$ cat src/meter_display_pkg.sv
// constants and carrier types for the meter display and result registers
package meter_display_pkg;
  localparam int DATA_W = 16;
  localparam int SEG3_W = 8;
  localparam int CONV_W = 20;
  localparam int ADDR_W = 3;

  // register indices on the access port
  localparam logic [ADDR_W-1:0] IDX_SEG_ONE    = 3'h0;
  localparam logic [ADDR_W-1:0] IDX_SEG_TWO    = 3'h1;
  localparam logic [ADDR_W-1:0] IDX_SEG_THREE  = 3'h2;
  localparam logic [ADDR_W-1:0] IDX_CUST_OFFS  = 3'h3;
  localparam logic [ADDR_W-1:0] IDX_RESULT_UP  = 3'h4;
  localparam logic [ADDR_W-1:0] IDX_DISPLAY    = 3'h5;
  localparam logic [ADDR_W-1:0] IDX_PEAK       = 3'h6;

  // reset values
  localparam logic [DATA_W-1:0] RST_WORD  = 16'h0000;
  localparam logic [SEG3_W-1:0] RST_SEG3  = 8'h00;
  localparam logic [CONV_W-1:0] RST_CONV  = 20'h00000;

  // field layouts
  localparam logic [DATA_W-1:0] SEG_WORD_MASK   = 16'hfffe;
  localparam logic [DATA_W-1:0] SEG2_DIGIT4_MSK = 16'he000;
  localparam logic [SEG3_W-1:0] SEG3_DIGIT4_MSK = 8'h1f;
  localparam logic [DATA_W-1:0] SHORT_RES_MASK  = 16'hfff0;
  localparam int SEG2_BATT_BIT   = 3;
  localparam int SEG2_SIGN_BIT   = 12;
  localparam int SEG3_PEAK_BIT   = 7;
  localparam int SEG3_HOLD_BIT   = 6;
  localparam int SEG3_LEAD_BIT   = 5;
  localparam int SUB_BITS        = 4;

  // display source, one-hot
  typedef enum logic [4:0] {
    SRC_SEGMENTS = 5'b00001,
    SRC_USER     = 5'b00010,
    SRC_HELD     = 5'b00100,
    SRC_PEAK     = 5'b01000,
    SRC_RESULT   = 5'b10000
  } display_src_t;

  typedef struct packed {
    logic              wr;
    logic [ADDR_W-1:0] addr;
    logic [DATA_W-1:0] wdata;
  } reg_access_t;

  typedef struct packed {
    logic              valid;
    logic [CONV_W-1:0] value;
  } conversion_t;

  typedef struct packed {
    logic segment_override_select;
    logic display_source_select;
    logic hold;
    logic peak_track;
  } display_ctrl_t;
endpackage

$ cat src/meter_display_result_regs.sv
// register bank for segment override, offset, result, display data and peak
// Notes on behaviour
// - second segment word is 16-bit read/write, reset zero.
// - second segment word bits map digit-4, sign, digit-3, battery, digit-2; bit 0 zero.
// - with segment override selected, each segment bit drives one segment.
// - stored zero lights a segment, one blanks it; reset lights all.
// - bit 3 of second word drives battery warning, lit by default.
// - third segment word is 8-bit read/write, reset zero, peak/hold/lead-one/digit-4.
// - lead-one bit drives fifth or fourth digit; digit-4 bits only on long variant.
// - custom offset is 16-bit two's complement read/write, reset zero.
// - final result is calibrated input minus custom offset.
// - upper result word is read-only, reset zero, sixteen result MSBs.
// - short variant carries twelve bits, 15 down to 4; long variant sixteen.
// - display word read/write, reset zero, loads from result, peak or writes.
// - short variant display and peak words carry four trailing sub-bits; the code loads them from the masked upper word, so bits 3:0 are zero.
// - peak word read-only two's complement, reset zero, tracks only when enabled.
// - tracking start copies result; later only larger results overwrite.
// - clearing peak tracking clears the peak word.
// - peak tracking guaranteed only within the documented count range.
// - display source priority: segments, user data, held, peak, result.
// - first segment word is 16-bit read/write, reset zero, bit 0 zero.
// - hold stops display loading while conversions continue.
`timescale 1ns/1ps
`default_nettype none
module meter_display_result_regs
  import meter_display_pkg::*;
#(
  parameter bit FOUR_HALF_DIGIT = 1'b1
) (
  input  wire logic                              clock,
  input  wire logic                              rst,
  input  wire meter_display_pkg::reg_access_t    reg_req,
  output logic [meter_display_pkg::DATA_W-1:0]   reg_rdata,
  input  wire meter_display_pkg::conversion_t    conv_in,
  input  wire meter_display_pkg::display_ctrl_t  ctrl,
  input  wire logic                              battery_low,
  output logic [meter_display_pkg::CONV_W-1:0]   result_full,
  output logic [meter_display_pkg::DATA_W-1:0]   display_word,
  output logic                                   display_segments_mode,
  output logic [meter_display_pkg::DATA_W-1:0]   seg_lit_one,
  output logic [meter_display_pkg::DATA_W-1:0]   seg_lit_two,
  output logic [meter_display_pkg::SEG3_W-1:0]   seg_lit_three,
  output logic                                   battery_warn_segment,
  output logic                                   leading_one_segment
);
  import meter_display_pkg::*;

  logic [DATA_W-1:0] seg_one_ff, seg_two_ff, offset_ff, result_up_ff;
  logic [DATA_W-1:0] display_ff, peak_ff, rdata_ff;
  logic [SEG3_W-1:0] seg_three_ff;
  logic [CONV_W-1:0] result_full_ff;
  logic              peak_prev_ff;
  display_src_t      src;

  // write decode
  wire wr_seg_one   = reg_req.wr && reg_req.addr == IDX_SEG_ONE;
  wire wr_seg_two   = reg_req.wr && reg_req.addr == IDX_SEG_TWO;
  wire wr_seg_three = reg_req.wr && reg_req.addr == IDX_SEG_THREE;
  wire wr_offset    = reg_req.wr && reg_req.addr == IDX_CUST_OFFS;
  wire wr_display   = reg_req.wr && reg_req.addr == IDX_DISPLAY;

  // result path: input minus offset aligned to the upper word
  wire [CONV_W-1:0] offset_ext = {offset_ff, {SUB_BITS{1'b0}}};
  wire [CONV_W-1:0] nxt_result_full = conv_in.value - offset_ext;
  wire [DATA_W-1:0] short_mask = FOUR_HALF_DIGIT ? {DATA_W{1'b1}} : SHORT_RES_MASK;
  wire [DATA_W-1:0] nxt_result_up =
    nxt_result_full[CONV_W-1:SUB_BITS] & short_mask;

  // peak tracking
  wire peak_start = ctrl.peak_track && !peak_prev_ff;
  wire peak_larger = $signed(nxt_result_up) > $signed(peak_ff);
  logic [DATA_W-1:0] nxt_peak;
  always_comb begin
    if (!ctrl.peak_track) begin
      nxt_peak = RST_WORD;
    end else if (peak_start) begin
      nxt_peak = conv_in.valid ? nxt_result_up : result_up_ff;
    end else if (conv_in.valid && peak_larger) begin
      nxt_peak = nxt_result_up;
    end else begin
      nxt_peak = peak_ff;
    end
  end

  // display source priority
  always_comb begin
    if (ctrl.segment_override_select) begin
      src = SRC_SEGMENTS;
    end else if (ctrl.display_source_select) begin
      src = SRC_USER;
    end else if (ctrl.hold) begin
      src = SRC_HELD;
    end else if (ctrl.peak_track) begin
      src = SRC_PEAK;
    end else begin
      src = SRC_RESULT;
    end
  end

  // display word loading; writes land only under segment, user or held source, peak and result reload every cycle
  logic [DATA_W-1:0] nxt_display;
  always_comb begin
    nxt_display = display_ff;
    unique case (src)
      SRC_SEGMENTS, SRC_USER, SRC_HELD: begin
        if (wr_display) begin
          nxt_display = reg_req.wdata;
        end
      end
      SRC_PEAK: begin
        nxt_display = nxt_peak;
      end
      SRC_RESULT: begin
        nxt_display = conv_in.valid ? nxt_result_up : result_up_ff;
      end
    endcase
  end

  // read mux; result and peak words are not writable
  logic [DATA_W-1:0] nxt_rdata;
  always_comb begin
    unique case (reg_req.addr)
      IDX_SEG_ONE:   nxt_rdata = seg_one_ff;
      IDX_SEG_TWO:   nxt_rdata = seg_two_ff;
      IDX_SEG_THREE: nxt_rdata = {{(DATA_W-SEG3_W){1'b0}}, seg_three_ff};
      IDX_CUST_OFFS: nxt_rdata = offset_ff;
      IDX_RESULT_UP: nxt_rdata = result_up_ff;
      IDX_DISPLAY:   nxt_rdata = display_ff;
      IDX_PEAK:      nxt_rdata = peak_ff;
      default:       nxt_rdata = RST_WORD;
    endcase
  end

  // segment and offset registers
  always_ff @(posedge clock) begin
    if (rst) begin
      seg_one_ff   <= RST_WORD;
      seg_two_ff   <= RST_WORD;
      seg_three_ff <= RST_SEG3;
      offset_ff    <= RST_WORD;
    end else begin
      if (wr_seg_one)   seg_one_ff   <= reg_req.wdata & SEG_WORD_MASK;
      if (wr_seg_two)   seg_two_ff   <= reg_req.wdata & SEG_WORD_MASK;
      if (wr_seg_three) seg_three_ff <= reg_req.wdata[SEG3_W-1:0];
      if (wr_offset)    offset_ff    <= reg_req.wdata;
    end
  end

  // result, peak, display and read data
  always_ff @(posedge clock) begin
    if (rst) begin
      result_full_ff <= RST_CONV;
      result_up_ff   <= RST_WORD;
      peak_ff        <= RST_WORD;
      peak_prev_ff   <= 1'b0;
      display_ff     <= RST_WORD;
      rdata_ff       <= RST_WORD;
    end else begin
      if (conv_in.valid) begin
        result_full_ff <= nxt_result_full;  // full result with lower nibble
        result_up_ff   <= nxt_result_up;
      end
      peak_ff      <= nxt_peak;
      peak_prev_ff <= ctrl.peak_track;
      display_ff   <= nxt_display;
      rdata_ff     <= nxt_rdata;
    end
  end

  // segment drive: zero lights; digit-4 segments only on the long variant
  wire [DATA_W-1:0] lit_two_raw   = ~seg_two_ff & SEG_WORD_MASK;
  wire [SEG3_W-1:0] lit_three_raw = ~seg_three_ff;
  wire [DATA_W-1:0] mask_two   = FOUR_HALF_DIGIT ? {DATA_W{1'b1}} : ~SEG2_DIGIT4_MSK;
  wire [SEG3_W-1:0] mask_three = FOUR_HALF_DIGIT ? {SEG3_W{1'b1}} : ~SEG3_DIGIT4_MSK;
  wire              ovr = ctrl.segment_override_select;

  assign seg_lit_one   = ovr ? (~seg_one_ff & SEG_WORD_MASK) : RST_WORD;
  assign seg_lit_two   = ovr ? (lit_two_raw & mask_two) : RST_WORD;
  assign seg_lit_three = ovr ? (lit_three_raw & mask_three) : RST_SEG3;
  assign battery_warn_segment =
    ovr ? ~seg_two_ff[SEG2_BATT_BIT] : battery_low;
  assign leading_one_segment = ovr && ~seg_three_ff[SEG3_LEAD_BIT];

  assign display_segments_mode = ovr;
  assign display_word = display_ff;
  assign result_full  = result_full_ff;
  assign reg_rdata    = rdata_ff;
endmodule
`default_nettype wire

$ cat config.mk
export PLATFORM = sky130hd
export DESIGN_NAME = meter_display_result_regs
export DESIGN_NICKNAME = d
export VERILOG_FILES = /design/src/meter_display_pkg.sv /design/src/meter_display_result_regs.sv
export SDC_FILE = /design/constraint.sdc
export NUM_CORES = 1
export LEC_CHECK = 0
export ABC_AREA = 1
export BUFFER_PORTS_ARGS = -buffer_cell sky130_fd_sc_hd__buf_4
export CORE_MARGIN = 2
export CORE_UTILIZATION = 50
export CTS_BUF_LIST = sky130_fd_sc_hd__clkbuf_8
export DETAILED_ROUTE_END_ITERATION = 6
export PLACE_DENSITY = 0.77
export SETUP_SLACK_MARGIN = 0.15
export SYNTH_ARGS = -nofsm -noshare
export SYNTH_HDL_FRONTEND = slang
export SYNTH_SLANG_ARGS = --single-unit
export TNS_END_PERCENT = 5
$ cat constraint.sdc
create_clock -name clock -period 4.4 [get_ports clock]
set_clock_uncertainty 0.1 [all_clocks]
set_input_delay 0.88 -clock clock [delete_from_list [all_inputs] [get_ports clock]]
set_output_delay 0.88 -clock clock [all_outputs]
set_load 0.01 [all_outputs]
==> reports/metrics.csv <==
metric,value,unit
status,finished with violations,
failing checks,DRC,
Final setup viols,0,
hpwl dp,18660,um
Max Clk Rate,255.9,MHz
final instance area,0.008964,mm^2
crit start category,primary input,
cell mode on critical path,nand2_1,
Die Y,125.7,um
I/O Buffers,140,
first-pass GRT wire length,38670,um
DP Area,0.008541,mm^2
Total Nets Final,1275,
Slew @ Worst Pin,0.9218,ns
WS Path Type,in -> reg,
Clock Root Buffer,clkbuf_8,
Post-synth EDFFs,0,
arrival time at the worst endpoint,4.19,ns
I/O pin count,143,
area share of the leading cell type in the synthesized netlist,37.60,%
Mapped Avg Cell Area,6.878,um^2
largest net degree at the start of global routing,66,
footprint of the multi-input gates,0.003800,mm^2
area delta synth->final,21.12,%
commonest register cell after synthesis,dfxtp_1,
clk buf depth,2,
CP max FO,11,
"count leader, synth",nand2_1,
Layout Utilization,61.91,%
global route overflow,0,
Tot GR Track Use,31.36,%
fin crit share,88.80,%
CP max stage cell,fa_1,
Synth top cells by count,"199 x nand2_1, 149 x inv_1, 139 x dfxtp_1",
Fillers,1398,
WL final,25160,um
Initial Util,51.11,%
Die Width,125.7,um
CP endpoint kind,register,
asr flop ratio synth,0,%
mapped cell area,0.007401,mm^2
Core ar.,0.01448,mm^2
Synth Register Bits,139,
share of the yosys chip area belonging to registers,37.60,%
Antenna Cells,0,
Buf/Inv on CP,4,
worst skew pair latency,0.46,ns
initial antenna violation count,0,
DR iter-0 viols,876,
clock buffer count from CTS,17,
max_slew headroom,38.40,%
critical path's top delay family,simple AND/OR/NAND/NOR gates,
Final Hold Vio Count,0,
Num Clock Sinks,139,
Final Max Slew Viols,0,
Max Cap Violations,0,
total number of H-tree levels,4,
CTS tree,done,
"slowest stage delay, CP",0.41,ns
Remaining DRCs,1,
Yosys cell types,45,
register area,0.002783,mm^2
fraction of layout instances using a drive strength above 1,18.29,%
Mapped Cells,1076,
Avg WL per Cell,18.07,um
vias in the first global route,7239,
FP Rows,44,
Power Density,362.3,mW/mm^2
Final TNS setup,0,ns
DIE AREA,0.01579,mm^2
Pre-antenna DRT Iters,7,
Vias/cell,5.644,
routability cong.,0.9419,
unrepaired setup endpoints after global routing,false,
Setup Buffers After CTS,0,
vias,7857,
post-route ant nets,0,
"top cells by area, synth","dfxtp_1 38%, nand2_1 10%, a21oi_1 8.1%",
minimum clock period,3.907,ns
"CTS clk-pin slew, worst paths",0.08,ns
Yosys warnings,0,
Leak,4.115,nW
dominant cell type by area after synthesis,dfxtp_1,
Worst VDD drop,0.2482,mV
Critical Path RT,4.68,ns
Worst Hold Class,reg -> reg,
## metrics by stage
| stage | total power, mW | worst slack [ns] | hold WS, ns | instances |
|---|---|---|---|---|
| after floorplan | 1.896 | 0.5699 | 0.3372 | 1077 |
| after global placement | 2.160 | 0.2272 | 0.3534 | 1359 |
| after detailed placement | 2.172 | 0.1285 | 0.3560 | 1359 |
| after CTS | 3.227 | 0.5788 | 0.3672 | 1391 |
| after global routing | 3.402 | 0.1832 | 0.3858 | 1392 |
| final | 3.248 | 0.4927 | 0.3652 | 1392 |
## layout make-up
type                       instances  share of cell area, %
clock buffer                      20                  3.071
inverter                         153                  6.435
clock inverter                    12                  1.535
sequential                       139                  31.04
tap                              184                  2.568
timing repair buffer             153                  12.95
multi-input combinational        731                  42.39
## final timing paths
path | start | endpoint | slack, ns | cells after the start
max reg2reg | offset_ff[0] | display_word[15] | 0.72 | 24
max | conv_in[4] | display_word[15] | 0.49 | 26
min | result_full[11] | result_full[11] | 0.37 | 2
min reg2reg | result_full[11] | result_full[11] | 0.37 | 2
## flip-flops by register name (all words and copies together), names as in the netlist
name / flops
display_word: 16
offset_ff: 16
peak_ff: 16
peak_prev_ff: 1
reg_rdata: 16
result_full: 20
result_up_ff: 16
seg_one_ff: 15
seg_three_ff: 8
seg_two_ff: 15
## cells in the final DEF (no fill, tap or decap), types with 2 or more instances in the layout
cell type / count
a21oi_2: 6
o21ai_2: 8
buf_4: 152
nand2_2: 3
bufinv_16: 2
ha_1: 31
o22ai_1: 17
a41oi_1: 2
nand2_1: 199
clkinv_2: 2
nor3_1: 6
o21ai_0: 102
conb_1: 2
nand4_1: 14
clkinv_4: 4
clkinvlp_4: 2
a221oi_1: 5
clkbuf_8: 20
inv_1: 149
inv_6: 2
nor2_1: 119
o21ai_1: 4
xor2_1: 5
nand3b_1: 2
nand3_1: 53
nand3_2: 3
xor2_2: 3
dfxtp_1: 139
a21oi_1: 120
a2111oi_0: 4
inv_2: 3
nor2_2: 3
a211oi_1: 7
## worst min-delay path: stages (launching register included)
cell and delay (ns):
dfxtp_1 0.31, nand2_1 0.06, a21oi_1 0.05
## power breakdown
group	internal, mW	switching (mW)
Combinational	0.289	0.507
Sequential	1.33	0.0421
Clock	0.553	0.526
Total	2.17	1.08
## per-layer routing
metal	GRT usage, %	vias to the layer above	part of all wire (%)
met4	15.42	0	4.2
met1	40.82	3592	41
li1	-	3758	-
met2	49.76	442	46
met3	6.415	65	8.6
met5	0	-	0
## kinds of logic (layout without fill, tap and decap cells)
group                      count (synthesis)  in the layout  share of synthesized area [%]
DFF                                      139            139                          37.60
and+or+nand+nor                          404            405                          22.76
other                                      1              2                        0.05067
AOI/OAI and AO/OA                        282            282                          21.25
adders and majority gates                 32             32                          5.511
xor gates and xnor gates                  10             10                          1.589
buffers and inverters                    208            338                          11.24
## repair_timing
item                       4_1_cts  5_1_grt
setup endpoints to repair        0        2
gates resized for setup          0        0
hold buffers                     0        0
Note: power is estimated with default switching activity, not from simulation.
